==> config.mk <==
export PLATFORM = sky130hd
export DESIGN_NAME = sport_ready_event
export DESIGN_NICKNAME = d
export VERILOG_FILES = /design/src/inc/sport_pkg.sv /design/src/hdl/sport_rate_gen.sv /design/src/hdl/sport_ready_event.sv
export VERILOG_INCLUDE_DIRS = /design/src /design/src/inc
export SDC_FILE = /design/constraint.sdc
export NUM_CORES = 1
export LEC_CHECK = 0
export BUFFER_PORTS_ARGS = -buffer_cell sky130_fd_sc_hd__buf_4
export CORE_MARGIN = 2
export CORE_UTILIZATION = 50
export CTS_CLUSTER_DIAMETER = 150
export DETAILED_ROUTE_END_ITERATION = 10
export PLACE_DENSITY = 0.67
export SYNTH_ARGS = -nofsm -noshare
export SYNTH_HDL_FRONTEND = slang
export SYNTH_SLANG_ARGS = --single-unit
==> constraint.sdc <==
create_clock -name clk_sys_in -period 7.6 [get_ports clk_sys_in]
set_clock_uncertainty 0.1 [all_clocks]
set_input_delay 1.14 -clock clk_sys_in [delete_from_list [all_inputs] [get_ports clk_sys_in]]
set_output_delay 1.14 -clock clk_sys_in [all_outputs]
set_load 0.1 [all_outputs]
==> src/inc/sport_map.svh <==
// register map, field positions, reset values and timing counts of the port
// assumes a byte-addressed 8-bit register address and 32-bit register data
`ifndef SPORT_MAP_SVH
`define SPORT_MAP_SVH

// register byte offsets
`define SP_OFF_RX_DATA 8'h00
`define SP_OFF_TX_DATA 8'h04
`define SP_OFF_CTRL 8'h08
`define SP_OFF_RATE 8'h14

// port control register fields
`define SP_CTL_RX_EN 0
`define SP_CTL_RX_RDY 1
`define SP_CTL_RX_ERR 3
`define SP_CTL_RX_MODE 5:4
`define SP_CTL_TX_EN 16
`define SP_CTL_TX_RDY 17
`define SP_CTL_TX_ERR 19
`define SP_CTL_TX_MODE 21:20
`define SP_CTL_GEN_EN 22
`define SP_CTL_MASTER 24

// rate generator register fields
`define SP_RATE_DIV 7:0
`define SP_RATE_SRC 29

// reset values
`define SP_DIV_RST 8'h01
`define SP_SRC_RST 1'b0

// bit clocks after the first transmitter enable in which a sync is spurious
`define SP_SETTLE_BCLK 2'h2

`endif

==> src/inc/sport_pkg.sv <==
// types shared by the serial port ready and event logic
// assumes the map header is included by the modules that need offsets
package sport_pkg;

  // interrupt source selection per section
  typedef enum logic [1:0] {
    IRQ_READY = 2'b00,
    IRQ_RSVD = 2'b01,
    IRQ_FSYNC = 2'b10,
    IRQ_SYNCERR = 2'b11
  } irq_mode_type;

  // element shifter state
  typedef enum logic {
    SH_IDLE = 1'b0,
    SH_BUSY = 1'b1
  } shift_state_type;

endpackage : sport_pkg

==> src/hdl/sport_rate_gen.sv <==
// bit clock generator: divides a source tick stream by divide + 1
// assumes src_tick_in is a one-cycle pulse per source clock rising edge
module sport_rate_gen #(
  parameter int DIV_W = 8
) (
  input wire logic clk_sys_in,
  input wire logic rst_n_in,
  input wire logic enable_in,
  input wire logic [DIV_W-1:0] divide_in,
  input wire logic src_tick_in,
  output logic gen_clk_out,
  output logic gen_rise_out
);

  logic [DIV_W-1:0] cnt_r, cnt_nxt;
  logic clk_r, clk_nxt;
  logic started_r, started_nxt;
  logic rise_r, rise_nxt;
  logic [DIV_W-1:0] hi_len;

  // high phase is the rounded-up half period; divide 0 leaves it steady high
  // because one sample per source edge cannot toggle at the full source rate
  assign hi_len = DIV_W'((({1'b0, divide_in} + (DIV_W+1)'(2)) >> 1));

  //////////////////////////////////////////////////////////////////////////
  // divider next state
  always_comb begin
    cnt_nxt = cnt_r;
    clk_nxt = clk_r;
    started_nxt = started_r;
    if (!enable_in) begin
      cnt_nxt = '0;
      clk_nxt = 1'b0;
      started_nxt = 1'b0;
    end else if (src_tick_in) begin
      if (!started_r) begin
        // first source edge after enable drives the clock high
        started_nxt = 1'b1;
        cnt_nxt = '0;
      end else if (cnt_r == divide_in) begin
        cnt_nxt = '0;
      end else begin
        cnt_nxt = cnt_r + DIV_W'(1);
      end
      clk_nxt = (cnt_nxt < hi_len); // period of divide + 1 ticks
    end
    rise_nxt = clk_nxt & ~clk_r;
  end

  always_ff @(posedge clk_sys_in or negedge rst_n_in) begin
    if (!rst_n_in) begin
      cnt_r <= '0;
      clk_r <= 1'b0;
      started_r <= 1'b0;
      rise_r <= 1'b0;
    end else begin
      cnt_r <= cnt_nxt;
      clk_r <= clk_nxt;
      started_r <= started_nxt;
      rise_r <= rise_nxt;
    end
  end

  assign gen_clk_out = clk_r;
  assign gen_rise_out = rise_r;

endmodule : sport_rate_gen

==> src/hdl/sport_ready_event.sv <==
// ready flags, interrupt and dma request logic of a synchronous audio port
// assumes pins are asynchronous to clk_sys_in and much slower than it
`include "sport_map.svh"

// Functional notes
// - generated clock goes high on next source edge, period divide plus one
// - spurious sync error shows within two bit clocks; disable clears it
// - late-released transmitter starts shifting only on the next sync
// - mode 00b makes the interrupt follow the ready flag
// - mode 10b interrupts on each frame sync while section enabled
// - mode 11b interrupts on sync error; flag always readable
// - rx ready sets on buffer copy, clears on data register read
// - rx ready is zero at reset and while receiver disabled
// - rx ready drives rx dma request and mode 00b interrupt
// - transmitter enable rising sets tx ready
// - tx write clears ready, copy to shifter sets it, writes always taken
// - tx ready drives tx dma request and mode 00b interrupt
// - rx and tx interrupts kept separate, one line per controller
module sport_ready_event #(
  parameter int ELEM_BITS = 16
) (
  input wire logic clk_sys_in,
  input wire logic rst_n_in,
  input wire logic [7:0] bus_addr_in,
  input wire logic [31:0] bus_wdata_in,
  input wire logic bus_wr_in,
  input wire logic bus_rd_in,
  output logic [31:0] bus_rdata_out,
  input wire logic tx_bit_clock_in,
  output logic tx_bit_clock_out,
  output logic tx_bit_clock_oe_out,
  input wire logic rx_bit_clock_in,
  output logic rx_bit_clock_out,
  output logic rx_bit_clock_oe_out,
  input wire logic tx_frame_sync_in,
  input wire logic rx_frame_sync_in,
  input wire logic serial_data_in,
  output logic serial_data_out,
  input wire logic generator_source_clock_in,
  output logic rx_irq_a_out,
  output logic rx_irq_b_out,
  output logic tx_irq_a_out,
  output logic tx_irq_b_out,
  output logic rx_dma_request_out,
  output logic tx_dma_request_out
);

  localparam int CNT_W = $clog2(ELEM_BITS);
  localparam logic [CNT_W-1:0] LAST_CNT = CNT_W'(ELEM_BITS - 2);
  localparam int NPIN = 6;

  //////////////////////////////////////////////////////////////////////////
  // pin synchronisers: stage a feeds only stage b
  logic [NPIN-1:0] pin_raw, sync_a_r, sync_b_r, sync_c_r, pin_rise;

  assign pin_raw = {generator_source_clock_in, serial_data_in, rx_frame_sync_in,
                    tx_frame_sync_in, rx_bit_clock_in, tx_bit_clock_in};

  genvar gi;
  generate
    for (gi = 0; gi < NPIN; gi++) begin : g_sync
      always_ff @(posedge clk_sys_in or negedge rst_n_in) begin
        if (!rst_n_in) begin
          sync_a_r[gi] <= 1'b0;
          sync_b_r[gi] <= 1'b0;
          sync_c_r[gi] <= 1'b0;
        end else begin
          sync_a_r[gi] <= pin_raw[gi];
          sync_b_r[gi] <= sync_a_r[gi];
          sync_c_r[gi] <= sync_b_r[gi];
        end
      end
      assign pin_rise[gi] = sync_b_r[gi] & ~sync_c_r[gi];
    end
  endgenerate

  //////////////////////////////////////////////////////////////////////////
  // control state and register port
  logic rx_en_r, rx_en_nxt, tx_en_r, tx_en_nxt;
  logic gen_en_r, gen_en_nxt, master_r, master_nxt;
  logic src_sel_r, src_sel_nxt;
  logic [7:0] div_r, div_nxt;
  sport_pkg::irq_mode_type rx_mode_r, rx_mode_nxt, tx_mode_r, tx_mode_nxt;
  logic [31:0] rdata_r, rdata_nxt;
  logic [31:0] rx_data_r, rx_data_nxt, tx_data_r, tx_data_nxt;
  logic rx_rdy_r, rx_rdy_nxt, tx_rdy_r, tx_rdy_nxt;
  logic rx_err_r, rx_err_nxt, tx_err_r, tx_err_nxt;
  logic rx_rd, tx_wr;

  assign rx_rd = bus_rd_in && (bus_addr_in == `SP_OFF_RX_DATA);
  assign tx_wr = bus_wr_in && (bus_addr_in == `SP_OFF_TX_DATA);

  // writes to unmapped or read-only offsets are dropped; reads at unmapped offsets give zero
  always_comb begin
    rx_en_nxt = rx_en_r;
    tx_en_nxt = tx_en_r;
    gen_en_nxt = gen_en_r;
    master_nxt = master_r;
    src_sel_nxt = src_sel_r;
    div_nxt = div_r;
    rx_mode_nxt = rx_mode_r;
    tx_mode_nxt = tx_mode_r;
    rdata_nxt = 32'h0000_0000;
    if (bus_wr_in && bus_addr_in == `SP_OFF_CTRL) begin
      rx_en_nxt = bus_wdata_in[`SP_CTL_RX_EN];
      tx_en_nxt = bus_wdata_in[`SP_CTL_TX_EN];
      gen_en_nxt = bus_wdata_in[`SP_CTL_GEN_EN];
      master_nxt = bus_wdata_in[`SP_CTL_MASTER];
      rx_mode_nxt = sport_pkg::irq_mode_type'(bus_wdata_in[`SP_CTL_RX_MODE]);
      tx_mode_nxt = sport_pkg::irq_mode_type'(bus_wdata_in[`SP_CTL_TX_MODE]);
    end
    if (bus_wr_in && bus_addr_in == `SP_OFF_RATE) begin
      div_nxt = bus_wdata_in[`SP_RATE_DIV];
      src_sel_nxt = bus_wdata_in[`SP_RATE_SRC];
    end
    if (bus_rd_in) begin
      case (bus_addr_in)
        `SP_OFF_RX_DATA: rdata_nxt = rx_data_r;
        `SP_OFF_TX_DATA: rdata_nxt = tx_data_r;
        `SP_OFF_CTRL: begin
          rdata_nxt[`SP_CTL_RX_EN] = rx_en_r;
          rdata_nxt[`SP_CTL_RX_RDY] = rx_rdy_r;
          rdata_nxt[`SP_CTL_RX_ERR] = rx_err_r; // readable in any mode
          rdata_nxt[`SP_CTL_RX_MODE] = rx_mode_r;
          rdata_nxt[`SP_CTL_TX_EN] = tx_en_r;
          rdata_nxt[`SP_CTL_TX_RDY] = tx_rdy_r;
          rdata_nxt[`SP_CTL_TX_ERR] = tx_err_r;
          rdata_nxt[`SP_CTL_TX_MODE] = tx_mode_r;
          rdata_nxt[`SP_CTL_GEN_EN] = gen_en_r;
          rdata_nxt[`SP_CTL_MASTER] = master_r;
        end
        `SP_OFF_RATE: begin
          rdata_nxt[`SP_RATE_DIV] = div_r;
          rdata_nxt[`SP_RATE_SRC] = src_sel_r;
        end
        default: rdata_nxt = 32'h0000_0000;
      endcase
    end
  end

  always_ff @(posedge clk_sys_in or negedge rst_n_in) begin
    if (!rst_n_in) begin
      rx_en_r <= 1'b0;
      tx_en_r <= 1'b0;
      gen_en_r <= 1'b0;
      master_r <= 1'b0;
      src_sel_r <= `SP_SRC_RST;
      div_r <= `SP_DIV_RST;
      rx_mode_r <= sport_pkg::IRQ_READY;
      tx_mode_r <= sport_pkg::IRQ_READY;
      rdata_r <= 32'h0000_0000;
    end else begin
      rx_en_r <= rx_en_nxt;
      tx_en_r <= tx_en_nxt;
      gen_en_r <= gen_en_nxt;
      master_r <= master_nxt;
      src_sel_r <= src_sel_nxt;
      div_r <= div_nxt;
      rx_mode_r <= rx_mode_nxt;
      tx_mode_r <= tx_mode_nxt;
      rdata_r <= rdata_nxt;
    end
  end

  //////////////////////////////////////////////////////////////////////////
  // bit clock selection and generator
  logic gen_tick, gen_clk, gen_rise, tx_bclk_rise, rx_bclk_rise;

  // source 0 is the bus clock itself, source 1 the synchronised pin
  assign gen_tick = src_sel_r ? pin_rise[5] : 1'b1;
  assign tx_bclk_rise = master_r ? gen_rise : pin_rise[0];
  assign rx_bclk_rise = master_r ? gen_rise : pin_rise[1];

  sport_rate_gen #(
    .DIV_W(8)
  ) u_gen (
    .clk_sys_in(clk_sys_in),
    .rst_n_in(rst_n_in),
    .enable_in(gen_en_r),
    .divide_in(div_r),
    .src_tick_in(gen_tick),
    .gen_clk_out(gen_clk),
    .gen_rise_out(gen_rise)
  );

  //////////////////////////////////////////////////////////////////////////
  // transmitter: ready flag, copy into the shifter, sync errors
  sport_pkg::shift_state_type tx_st_r, tx_st_nxt;
  logic [ELEM_BITS-1:0] tx_shift_r, tx_shift_nxt;
  logic [CNT_W-1:0] tx_cnt_r, tx_cnt_nxt;
  logic [1:0] tx_settle_r, tx_settle_nxt;
  logic tx_en_d_r, tx_first_r, tx_first_nxt;
  logic tx_fs_prev_r, tx_fs_prev_nxt, tx_fs_pulse;
  logic sdo_r, sdo_nxt;

  // frame sync is taken as a rising level seen at a bit clock rising edge
  assign tx_fs_pulse = tx_bclk_rise & sync_b_r[2] & ~tx_fs_prev_r;

  always_comb begin
    tx_st_nxt = tx_st_r;
    tx_shift_nxt = tx_shift_r;
    tx_cnt_nxt = tx_cnt_r;
    tx_settle_nxt = tx_settle_r;
    tx_first_nxt = tx_first_r;
    tx_data_nxt = tx_data_r;
    tx_rdy_nxt = tx_rdy_r;
    tx_err_nxt = tx_err_r;
    sdo_nxt = sdo_r;
    tx_fs_prev_nxt = tx_bclk_rise ? sync_b_r[2] : tx_fs_prev_r;
    // data writes are taken whether or not the shifter is busy
    if (tx_wr) begin
      tx_data_nxt = bus_wdata_in;
    end
    if (!tx_en_r) begin
      tx_st_nxt = sport_pkg::SH_IDLE;
      tx_rdy_nxt = 1'b0;
      tx_err_nxt = 1'b0; // disabling flushes a pending sync error
      tx_cnt_nxt = '0;
      tx_settle_nxt = 2'h0;
      sdo_nxt = 1'b0;
    end else begin
      if (!tx_en_d_r) begin
        tx_rdy_nxt = 1'b1; // enable edge: data register free
        if (!tx_first_r) begin
          tx_settle_nxt = `SP_SETTLE_BCLK;
          tx_first_nxt = 1'b1;
        end
      end
      if (tx_wr) begin
        tx_rdy_nxt = 1'b0;
      end
      if (tx_bclk_rise) begin
        if (tx_settle_r != 2'h0) begin
          // only the first enable after reset has this settling window
          tx_settle_nxt = tx_settle_r - 2'h1;
          if (tx_fs_pulse) begin
            tx_err_nxt = 1'b1;
          end
        end else if (tx_fs_pulse && tx_st_r == sport_pkg::SH_BUSY) begin
          tx_err_nxt = 1'b1; // sync inside an element
        end else if (tx_fs_pulse) begin
          // shifting waits for a sync after enable
          tx_st_nxt = sport_pkg::SH_BUSY;
          tx_cnt_nxt = '0;
          if (!tx_rdy_r) begin
            tx_shift_nxt = tx_data_r[ELEM_BITS-1:0];
            tx_rdy_nxt = !tx_wr; // copy sets; a same-cycle write stays pending
          end
          sdo_nxt = tx_shift_nxt[ELEM_BITS-1];
        end else if (tx_st_r == sport_pkg::SH_BUSY) begin
          tx_shift_nxt = {tx_shift_r[ELEM_BITS-2:0], 1'b0};
          sdo_nxt = tx_shift_r[ELEM_BITS-2];
          tx_cnt_nxt = tx_cnt_r + CNT_W'(1);
          if (tx_cnt_r == LAST_CNT) begin
            tx_st_nxt = sport_pkg::SH_IDLE;
          end
        end
      end
    end
  end

  always_ff @(posedge clk_sys_in or negedge rst_n_in) begin
    if (!rst_n_in) begin
      tx_st_r <= sport_pkg::SH_IDLE;
      tx_shift_r <= '0;
      tx_cnt_r <= '0;
      tx_settle_r <= 2'h0;
      tx_en_d_r <= 1'b0;
      tx_first_r <= 1'b0;
      tx_fs_prev_r <= 1'b0;
      tx_data_r <= 32'h0000_0000;
      tx_rdy_r <= 1'b0;
      tx_err_r <= 1'b0;
      sdo_r <= 1'b0;
    end else begin
      tx_st_r <= tx_st_nxt;
      tx_shift_r <= tx_shift_nxt;
      tx_cnt_r <= tx_cnt_nxt;
      tx_settle_r <= tx_settle_nxt;
      tx_en_d_r <= tx_en_r;
      tx_first_r <= tx_first_nxt;
      tx_fs_prev_r <= tx_fs_prev_nxt;
      tx_data_r <= tx_data_nxt;
      tx_rdy_r <= tx_rdy_nxt;
      tx_err_r <= tx_err_nxt;
      sdo_r <= sdo_nxt;
    end
  end

  //////////////////////////////////////////////////////////////////////////
  // receiver: shifter, one-word buffer, data register and ready flag
  sport_pkg::shift_state_type rx_st_r, rx_st_nxt;
  logic [ELEM_BITS-1:0] rx_shift_r, rx_shift_nxt, rx_buf_r, rx_buf_nxt;
  logic [CNT_W-1:0] rx_cnt_r, rx_cnt_nxt;
  logic rx_full_r, rx_full_nxt, rx_fs_prev_r, rx_fs_prev_nxt, rx_fs_pulse;

  assign rx_fs_pulse = rx_bclk_rise & sync_b_r[3] & ~rx_fs_prev_r;

  always_comb begin
    rx_st_nxt = rx_st_r;
    rx_shift_nxt = rx_shift_r;
    rx_cnt_nxt = rx_cnt_r;
    rx_buf_nxt = rx_buf_r;
    rx_full_nxt = rx_full_r;
    rx_data_nxt = rx_data_r;
    rx_rdy_nxt = rx_rdy_r;
    rx_err_nxt = rx_err_r;
    rx_fs_prev_nxt = rx_bclk_rise ? sync_b_r[3] : rx_fs_prev_r;
    if (rx_rd) begin
      rx_rdy_nxt = 1'b0; // read empties the data register
    end
    if (!rx_en_r) begin
      rx_st_nxt = sport_pkg::SH_IDLE;
      rx_cnt_nxt = '0;
      rx_full_nxt = 1'b0;
      rx_rdy_nxt = 1'b0; // nothing pending while disabled
      rx_err_nxt = 1'b0;
    end else begin
      if (rx_full_r && !rx_rdy_r) begin
        // copy beats a same-cycle read so the new word is not lost
        rx_data_nxt = {{(32-ELEM_BITS){1'b0}}, rx_buf_r};
        rx_rdy_nxt = 1'b1;
        rx_full_nxt = 1'b0;
      end
      if (rx_bclk_rise) begin
        if (rx_fs_pulse && rx_st_r == sport_pkg::SH_BUSY) begin
          rx_err_nxt = 1'b1; // sync inside an element
        end
        if (rx_fs_pulse || rx_st_r == sport_pkg::SH_BUSY) begin
          rx_shift_nxt = {rx_shift_r[ELEM_BITS-2:0], sync_b_r[4]};
          rx_cnt_nxt = rx_fs_pulse ? '0 : rx_cnt_r + CNT_W'(1);
          rx_st_nxt = sport_pkg::SH_BUSY;
          if (!rx_fs_pulse && rx_cnt_r == LAST_CNT) begin
            // a full buffer is overwritten: overrun keeps the newest word
            rx_buf_nxt = rx_shift_nxt;
            rx_full_nxt = 1'b1;
            rx_st_nxt = sport_pkg::SH_IDLE;
          end
        end
      end
    end
  end

  always_ff @(posedge clk_sys_in or negedge rst_n_in) begin
    if (!rst_n_in) begin
      rx_st_r <= sport_pkg::SH_IDLE;
      rx_shift_r <= '0;
      rx_cnt_r <= '0;
      rx_buf_r <= '0;
      rx_full_r <= 1'b0;
      rx_fs_prev_r <= 1'b0;
      rx_data_r <= 32'h0000_0000;
      rx_rdy_r <= 1'b0;
      rx_err_r <= 1'b0;
    end else begin
      rx_st_r <= rx_st_nxt;
      rx_shift_r <= rx_shift_nxt;
      rx_cnt_r <= rx_cnt_nxt;
      rx_buf_r <= rx_buf_nxt;
      rx_full_r <= rx_full_nxt;
      rx_fs_prev_r <= rx_fs_prev_nxt;
      rx_data_r <= rx_data_nxt;
      rx_rdy_r <= rx_rdy_nxt;
      rx_err_r <= rx_err_nxt;
    end
  end

  //////////////////////////////////////////////////////////////////////////
  // interrupts, dma requests and bit clock pin drive
  logic rx_irq_nxt, tx_irq_nxt;
  logic rx_irq_a_r, rx_irq_b_r, tx_irq_a_r, tx_irq_b_r;
  logic rx_dma_r, tx_dma_r, bclk_out_r, bclk_oe_r;

  always_comb begin
    case (rx_mode_r)
      sport_pkg::IRQ_READY: rx_irq_nxt = rx_rdy_nxt;
      sport_pkg::IRQ_FSYNC: rx_irq_nxt = rx_fs_pulse & rx_en_r;
      sport_pkg::IRQ_SYNCERR: rx_irq_nxt = rx_err_nxt & ~rx_err_r;
      default: rx_irq_nxt = 1'b0;
    endcase
    case (tx_mode_r)
      sport_pkg::IRQ_READY: tx_irq_nxt = tx_rdy_nxt;
      sport_pkg::IRQ_FSYNC: tx_irq_nxt = tx_fs_pulse & tx_en_r;
      sport_pkg::IRQ_SYNCERR: tx_irq_nxt = tx_err_nxt & ~tx_err_r;
      default: tx_irq_nxt = 1'b0;
    endcase
  end

  // each interrupt gets its own line to each controller
  always_ff @(posedge clk_sys_in or negedge rst_n_in) begin
    if (!rst_n_in) begin
      rx_irq_a_r <= 1'b0;
      rx_irq_b_r <= 1'b0;
      tx_irq_a_r <= 1'b0;
      tx_irq_b_r <= 1'b0;
      rx_dma_r <= 1'b0;
      tx_dma_r <= 1'b0;
      bclk_out_r <= 1'b0;
      bclk_oe_r <= 1'b0;
    end else begin
      rx_irq_a_r <= rx_irq_nxt;
      rx_irq_b_r <= rx_irq_nxt;
      tx_irq_a_r <= tx_irq_nxt;
      tx_irq_b_r <= tx_irq_nxt;
      rx_dma_r <= rx_rdy_nxt;
      tx_dma_r <= tx_rdy_nxt;
      bclk_out_r <= gen_clk;
      bclk_oe_r <= master_r;
    end
  end

  assign bus_rdata_out = rdata_r;
  assign rx_irq_a_out = rx_irq_a_r;
  assign rx_irq_b_out = rx_irq_b_r;
  assign tx_irq_a_out = tx_irq_a_r;
  assign tx_irq_b_out = tx_irq_b_r;
  assign rx_dma_request_out = rx_dma_r;
  assign tx_dma_request_out = tx_dma_r;
  assign serial_data_out = sdo_r;
  assign tx_bit_clock_out = bclk_out_r;
  assign rx_bit_clock_out = bclk_out_r;
  assign tx_bit_clock_oe_out = bclk_oe_r;
  assign rx_bit_clock_oe_out = bclk_oe_r;
endmodule : sport_ready_event

==> metrics.md, run 1 <==
| Metric | Value |
|---|---|
| Run status | `complete, no violations` |
| Critical path type | `flop to flop` |
| Final hold slack | `247.2 ps` |
| Gr ovfl total | `0` |
| Hold bufs inserted after CTS | `0` |
| Slew HR | `0.2167` |
| Pre-antenna DRT Iters | `4` |
| Min-Delay Path Depth | `0` |
| Sequential cell area | `4906 um^2` |
| Fraction of registers with async set or reset after synthesis | `1.000` |
| Placed cell area | `9298 um^2` |
| Max_cap viols | `0` |
| Die X | `134.5 um` |
| Simple-Gate Fraction of Synth Area | `0.08488` |
| Initial antenna violation count | `0` |
| Setup Buffers After CTS | `0` |
| Sw Share | `0.2467` |
| Placer Congestion | `0.8922` |
| Post-Synth Adder-Cell Area | `0.01909` |
| FMAX | `321.5 MHz` |
| CP max FO | `15` |
| Combinational Power Share | `0.067` |
| Final wirelength | `18.14 mm` |
| Hold path startpoint | `sync_a_r[3]` |
| CP max stage cell | `nor4_1` |
| Final Hold Viols | `0` |
| Fillers | `1337` |
| Sum of negative setup slack | `0 ps` |
| Fin area | `9841 um^2` |
| Total clock sinks | `196` |
| Largest net degree at the start of global routing | `119` |
| Clock Latency Late Sink | `430 ps` |
| WP data arrival | `3320 ps` |
| Worst Setup End Kind | `flop` |
| CTS buffer count | `17` |
| Dpl hpwl | `12.54 mm` |
| First-pass GRT wire length | `30.00 mm` |
| Worst slew pin tran | `1170 ps` |
| Primary FF master, synth | `dfrtp_1` |
| Post-CTS sizing | `0` |
| Min Tclk post-route | `3111 ps` |
| # port buffers | `92` |
| Tot Pwr | `2.079 mW` |
| Worst-path cell chain | `xor2_1, nor4_1, a21bo_2, nor2_1, ha_1, a221oi_1, nand2_1, o41ai_1` |
| Final ANT Viol Nets | `0` |
| EDFF count, synth | `0` |
| Compound-Gate Fraction of Synth Area | `0.1112` |
| Clk pwr share | `0.403` |
| H-tree Lvls | `4` |
| All-Layer GR Usage | `0.2143` |
| Ratio of cells with drive above 1 in the final layout | `0.3396` |
| Die area | `18100 um^2` |
| CTS tree | `built` |
| Hold Path End | `sync_b_r[3]` |
| Synth unique cells | `67` |
| Vias in the first global route | `5683` |
| Root Driver | `clkbuf_16` |
| Final core utilization | `0.5913` |
| Drt drc | `0` |
| Avg Cell Area, Syn | `13.05 um^2` |
| Worst stage delay on the critical path | `520 ps` |
| Sequential area share after synthesis | `0.5758` |
| DR WL/cell | `18.85 um` |
| Final setup fails | `0` |
| Row cnt | `47` |
| Antenna Diode Count | `0` |
| Total core area | `16640 um^2` |
| Max Slew Vio Count | `0` |
| Synth Net Count | `716` |
| Via-per-instance ratio | `5.721` |
| Clock Pin Slew Worst Setup and Hold Paths | `70 ps` |
| First DRT Iteration DRCs | `368` |
| Chip height | `134.5 um` |
| Vias post-DR | `5504` |
| Layout Area Growth over Synthesis | `15.49%` |
| Psw | `0.5128 mW` |
| XOR/XNOR Fraction of Synth Area | `0.02878` |
| Cell area after synthesis | `8521 um^2` |
| Synth Register Bits | `196` |
| Cells after Synth | `653` |
| R2r startpoint | `div_r[5]` |
| Hold Crit Class | `flop to flop` |
| RSZ-0062 raised after global routing | `false` |
| Worst reg2reg setup slack | `4490 ps` |
| FF-to-FF End | `u_gen.gen_rise_out` |
| Ys Warns | `0` |
| Tcrit/Tclk final | `0.4093` |
| Worst Reg-to-Reg Cells | `8` |
| Initial core utilization | `0.5120` |
| Max VDD drop | `0.1767 mV` |
| Worst Path Required | `7810 ps` |
| Reg power frac | `0.529` |
| CTS max path bufs | `2` |
| Largest family of logic cells by synthesized area | `multiplexers` |
| CP startpoint kind | `flop` |
| IO Count | `93` |
| Multi-input logic area | `3337 um^2` |
| Internal | `1.566 mW` |
| Static Leak | `4.751 nW` |
| Mux share of post-synthesis cell area | `0.1477` |
| Final net count | `792` |
| PwrDens | `211.2 nW/um^2` |
[area by class of cell]
cell class	instances	area share
sequential	196	0.4985
multi-input combinational	403	0.3391
timing repair buffer	95	0.07311
clock buffer	19	0.04501
tap	220	0.02797
clock inverter	13	0.01017
inverter	16	0.006103
[power by group through the flow]
stage | combinational, mW | sequential, mW | clock [mW]
after global placement | 0.137 | 1.12 | 0
after CTS | 0.142 | 1.10 | 0.853
after floorplan | 0.0770 | 1.12 | 0
after global routing | 0.155 | 1.10 | 0.904
final | 0.140 | 1.10 | 0.839
after detailed placement | 0.141 | 1.12 | 0
[cell usage in the layout (no fill, tap or decap), types with 14 or more instances in the layout]
cell type	instances
o21ai_0	14
buf_4	94
dfrtp_1	195
xnor2_1	15
inv_1	16
nand3_1	19
a2bb2oi_1	19
nand2_1	16
nor2_1	32
o22ai_1	16
mux2_2	98
clkbuf_16	17
a22o_1	15
[synth_stat cells, drive strengths merged, types with 10 or more instances]
cell	instances	area, um^2
a211oi	10	75.07
a22o	15	131.4
a2bb2oi	19	166.4
and2	10	65.06
buf	15	131.4
clkbuf	23	86.33
dfrtp	195	4880
ha	13	162.7
inv	16	60.06
mux2	107	1239
nand2	17	66.32
nand3	19	95.09
nor2	33	131.4
o21ai	15	75.07
o22ai	16	100.1
xnor2	15	131.4
xor2	13	113.9
[per-stage QoR]
step / instances / setup WS (ps)
floorplan: 653 / 4804
global placement: 930 / 4549
detailed placement: 930 / 4406
CTS: 962 / 4523
global route: 962 / 4197
finish: 962 / 4489
[cell families after synthesis]
group / after synthesis
xor+xnor: 28
simple gates: 128
mux: 109
compound gates: 125
buf+inv: 54
fa+ha+maj: 13
flops: 196
[worst max path at each step]
stage | from | end | slack (ps) | cells after the start
6_report | div_r[5] | u_gen.gen_rise_out | 4490 | 8
2_1_floorplan | u_gen.cnt_r[2] | u_gen.gen_rise_out | 4800 | 10
3_3_place_gp | bus_addr_in[1] | bus_rdata_out[20] | 4550 | 5
4_1_cts | u_gen.cnt_r[5] | u_gen.gen_rise_out | 4520 | 8
5_1_grt | u_gen.cnt_r[2] | u_gen.gen_rise_out | 4200 | 8
3_5_place_dp | bus_addr_in[5] | bus_rdata_out[17] | 4410 | 5
[worst max-delay path: cells and delay by family, from the launching register on]
kind	cells	cell delay, ps
compound gates	3	1150
fa+ha+maj	1	350
simple gates	3	740
flops	1	460
xor+xnor	1	190
[sequential cells by signal, summed over array words and instances (netlist names), 2 cells and up]
name / count
div_r: 8
rx_cnt_r: 4
tx_mode_r: 2
tx_shift_r: 16
sync_a_r: 6
rx_buf_r: 16
sync_c_r: 3
sync_b_r: 6
u_gen.cnt_r: 8
bus_rdata_out: 32
rx_shift_r: 15
rx_mode_r: 2
tx_cnt_r: 4
tx_data_r: 32
tx_settle_r: 2
rx_data_r: 16
[per-layer routing]
| layer | global-route usage | wire length (um) |
|---|---|---|
| met2 | 0.3305 | 8463 |
| met3 | 0.04279 | 892 |
| met1 | 0.3002 | 8441 |
| met5 | 0 | 0 |
| met4 | 0.08772 | 339 |
No activity file was read; power rests on OpenSTA's default activity.
==> run 2: changes to the inputs <==
--- a/config.mk
+++ b/config.mk
@@ -6,6 +6,7 @@
 export SDC_FILE = /design/constraint.sdc
 export NUM_CORES = 1
 export LEC_CHECK = 0
+export ABC_AREA = 1
 export BUFFER_PORTS_ARGS = -buffer_cell sky130_fd_sc_hd__buf_4
 export CORE_MARGIN = 2
 export CORE_UTILIZATION = 50
==> constraint.sdc (replaced) <==
create_clock -name clk_sys_in -period 3.2 [get_ports clk_sys_in]
set_clock_uncertainty 0.1 [all_clocks]
set_input_delay 0.48 -clock clk_sys_in [delete_from_list [all_inputs] [get_ports clk_sys_in]]
set_output_delay 0.48 -clock clk_sys_in [all_outputs]
set_load 0.1 [all_outputs]
==> run 2 against run 1 <==
Routed wire length shrank 1.7%. First-iteration DRC count grew 51%. Synthesized area shrank 2.2%. Largest power group unchanged. Sequential share of layout area grew 0.54 points. Critical path type unchanged. Count of clock-buffer cells in the layout grew 3. Highest routed layer unchanged. Maximum frequency grew 27%. Non-clock buffer count grew 5. Largest cell class unchanged.
==> metrics.md, run 2 <==
| Metric | Value |
|---|---|
| Run status | `complete, no violations (unchanged)` |
| EDFF count, synth | `0 (unchanged)` |
| Gr ovfl total | `0 (unchanged)` |
| Clock Latency Late Sink | `430 ps (about the same)` |
| Placer Congestion | `0.8850 (was 0.8922)` |
| FMAX | `407.3 MHz (was 321.5 MHz)` |
| Sequential cell area | `4906 um^2 (unchanged)` |
| Final net count | `1041 (was 792)` |
| Top cell type by total area after synthesis | `dfrtp_1 (unchanged)` |
| CP startpoint kind | `flop (unchanged)` |
| Worst Path Buf+Inv | `2 (was 0)` |
| Vias in the first global route | `5805 (was 5683)` |
| Static Leak | `4.861 nW (was 4.751 nW)` |
| Commonest non-fill, non-tap cell in the layout | `nand2_1 (was dfrtp_1)` |
| Max Slew Vio Count | `0 (unchanged)` |
| Via-per-instance ratio | `5.043 (was 5.721)` |
| Min Tclk post-route | `2455 ps (was 3111 ps)` |
| WL met1 | `8.354 mm (was 8.441 mm)` |
| DR WL/cell | `14.72 um (was 18.85 um)` |
| Final wirelength | `17.83 mm (was 18.14 mm)` |
| CTS tree | `built (unchanged)` |
| Worst slew pin tran | `841.0 ps (was 1170 ps)` |
| Multi-input logic area | `2815 um^2 (was 3337 um^2)` |
| Synth Register Bits | `196 (unchanged)` |
| Synth top area share | `0.5858 (was 0.5727)` |
| Synth unique cells | `49 (was 67)` |
| Worst Setup End Kind | `flop (unchanged)` |
| CP max FO | `4 (was 15)` |
| First-pass GRT wire length | `29.55 mm (was 30.00 mm)` |
| Cell family with most CP delay | `simple AND/OR/NAND/NOR gates (was compound AO/OA/AOI/OAI gates)` |
| Min-Delay Path Depth | `1 (was 0)` |
| RSZ-0062 raised after global routing | `false (unchanged)` |
| IO Count | `93 (unchanged)` |
| Commonest cells after routing, fill and taps aside | `nand2_1 (268), dfrtp_1 (195), inv_1 (108), o21ai_0 (97), buf_4 (96) (was dfrtp_1 (195), mux2_2 (98), buf_4 (94), nor2_1 (32))` |
| Layout Area Growth over Synthesis | `16.87% (was 15.49%)` |
| Worst stage delay on the critical path | `400 ps (was 520 ps)` |
| Largest net degree at the start of global routing | `75 (was 119)` |
| Critical path type | `flop to flop (unchanged)` |
| Antenna Diode Count | `0 (unchanged)` |
| Max VDD drop | `0.4216 mV (was 0.1767 mV)` |
| Row cnt | `47 (unchanged)` |
| First DRT Iteration DRCs | `557 (was 368)` |
| Max_cap viols | `0 (unchanged)` |
| DP Cell Count | `1178 (was 930)` |
| Total clock sinks | `196 (unchanged)` |
| All-Layer GR Usage | `0.2144 (was 0.2143)` |
| Crit. path cell count | `12 (was 8)` |
| CTS max path bufs | `2 (unchanged)` |
| Cell area after synthesis | `8329 um^2 (was 8521 um^2)` |
| Count leader, synth | `nand2_1 (was dfrtp_1)` |
| Post-route insts no fill | `1211 (was 962)` |
| Slew HR | `0.4387 (was 0.2167)` |
| PwrDens | `504.0 nW/um^2 (was 211.2 nW/um^2)` |
| Final setup fails | `0 (unchanged)` |
| Pre-antenna DRT Iters | `5 (was 4)` |
| Synth Net Count | `953 (was 716)` |
| Initial antenna violation count | `1 (was 0)` |
| Drt drc | `0 (unchanged)` |
| Worst Path Required | `3450 ps (was 7810 ps)` |
| Die X | `133.1 um (was 134.5 um)` |
| Worst Reg-to-Reg Cells | `12 (was 8)` |
| Vias post-DR | `6107 (was 5504)` |
| Tcrit/Tclk final | `0.7672 (was 0.4093)` |
| Tot Pwr | `4.906 mW (was 2.079 mW)` |
| # port buffers | `92 (unchanged)` |
| Hold Crit Class | `primary input to flop (was flop to flop)` |
| CP max stage cell | `dfrtp_1 (was nor4_1)` |
| CTS buffer count | `17 (unchanged)` |
| Total core area | `16410 um^2 (was 16640 um^2)` |
| Worst-path cell chain | `inv_1, nor3_1, nand4_1, nor2_1, nand2_1, nand3_1, inv_1, ha_1, a211oi_1, o2111a_1, nand2_1, nor2_1 (was xor2_1, nor4_1, a21bo_2, nor2_1, ha_1, a221oi_1, nand2_1, o41ai_1)` |
| Met2 WL | `8.241 mm (was 8.463 mm)` |
| H-tree Lvls | `4 (unchanged)` |
| Fraction of registers with async set or reset after synthesis | `1.000 (unchanged)` |
| Synth area leaders | `dfrtp_1 (59%), nand2_1 (12%), o21ai_0 (5.8%) (was dfrtp_1 (57%), mux2_2 (13%), a2bb2oi_1 (2.0%))` |
| Final ANT Viol Nets | `0 (unchanged)` |
| Avg Cell Area, Syn | `9.359 um^2 (was 13.05 um^2)` |
| Primary FF master, synth | `dfrtp_1 (unchanged)` |
| Sum of negative setup slack | `0 ps (unchanged)` |
| Die area | `17710 um^2 (was 18100 um^2)` |
| Initial core utilization | `0.5077 (was 0.5120)` |
| Final Hold Viols | `0 (unchanged)` |
| Post-CTS sizing | `0 (unchanged)` |
| Clock Pin Slew Worst Setup and Hold Paths | `70 ps (about the same)` |
| Root Driver | `clkbuf_16 (unchanged)` |
| WP data arrival | `2710 ps (was 3320 ps)` |
| Fillers | `1432 (was 1337)` |
| Ys Warns | `0 (unchanged)` |
| Met3 WL | `917 um (was 892 um)` |
| Chip height | `133.1 um (was 134.5 um)` |
| Ratio of cells with drive above 1 in the final layout | `0.1665 (was 0.3396)` |
| Cells after Synth | `890 (was 653)` |
| Top sig layer | `met4 (unchanged)` |
| Commonest cells post-synth | `nand2_1 (268), dfrtp_1 (195), inv_1 (108) (was dfrtp_1 (195), mux2_2 (98), nor2_1 (32))` |
| Dpl hpwl | `12.76 mm (was 12.54 mm)` |
| Sequential area share after synthesis | `0.5890 (was 0.5758)` |
[run 2: worst paths after layout]
| path | to | slack (ps) | startpoint |
|---|---|---|---|
| hold reg to reg | sync_b_r[3] | 250 | sync_a_r[3] |
| hold / removal | sync_a_r[4] | 60 | serial_data_in |
| setup reg to reg | u_gen.gen_rise_out | 750 | u_gen.cnt_r[0] |
| max in group asynchronous | rx_shift_r[13] | 1710 | rst_n_in |
| min in group asynchronous | rx_irq_b_out | 520 | rst_n_in |
| setup / recovery | u_gen.gen_rise_out | 750 | u_gen.cnt_r[0] |
[run 2: final cells by class]
cell class / instances / area share
Timing Repair Buffer: 100 / 0.08059
Tap cell: 220 / 0.02828
Multi-Input combinational cell: 550 / 0.2892
Clock inverter: 10 / 0.008740
Clock buffer: 22 / 0.04563
Inverter: 113 / 0.04357
Sequential cell: 196 / 0.5040
[run 2: cells by family (layout without fill, tap and decap cells)]
group,after synthesis,after routing,share of synthesized area
compound gates,166,166,0.1239
xor+xnor,15,15,0.01577
fa+ha+maj,13,13,0.01953
buf+inv,144,245,0.07300
flops,196,196,0.5890
simple gates,356,356,0.1788
[run 2: report_power, final]
group,internal (mW),leakage (nW),switching [mW]
registers,2.54,2.61,0.0472
clock network,1.07,0.262,0.900
logic,0.122,1.99,0.230
[run 2: timing repair]
action,4_1_cts,5_1_grt
hold endpoints to repair,68,0
hold buffers,1,0
buffers inserted,0,0
[run 2: worst register-to-register path, cell delays in order (launching register included)]
cell	delay, ps
dfrtp_1	400
inv_1	90
nor3_1	380
nand4_1	190
nor2_1	130
nand2_1	60
nand3_1	100
inv_1	50
ha_1	320
a211oi_1	220
o2111a_1	200
nand2_1	60
nor2_1	90
[run 2: per-stage QoR]
stage                     setup WS (ps)  cell area, um^2  utilization  hold WS (ps)
after floorplan                    1029             8329            -         84.41
after global placement            834.4             9195       0.5604         233.3
after detailed placement          774.2             9195       0.5604         235.5
after CTS                         757.5             9734       0.5933         41.19
after global routing              529.5             9734       0.5933         37.79
final                             745.1             9734       0.5933         57.91
[run 2: routing by layer]
| metal | up-vias | GRT usage |
|---|---|---|
| met5 | - | 0 |
| met4 | 0 | 0.06272 |
| met3 | 24 | 0.04636 |
| met2 | 156 | 0.3267 |
| met1 | 2905 | 0.3116 |
| li1 | 3022 | - |
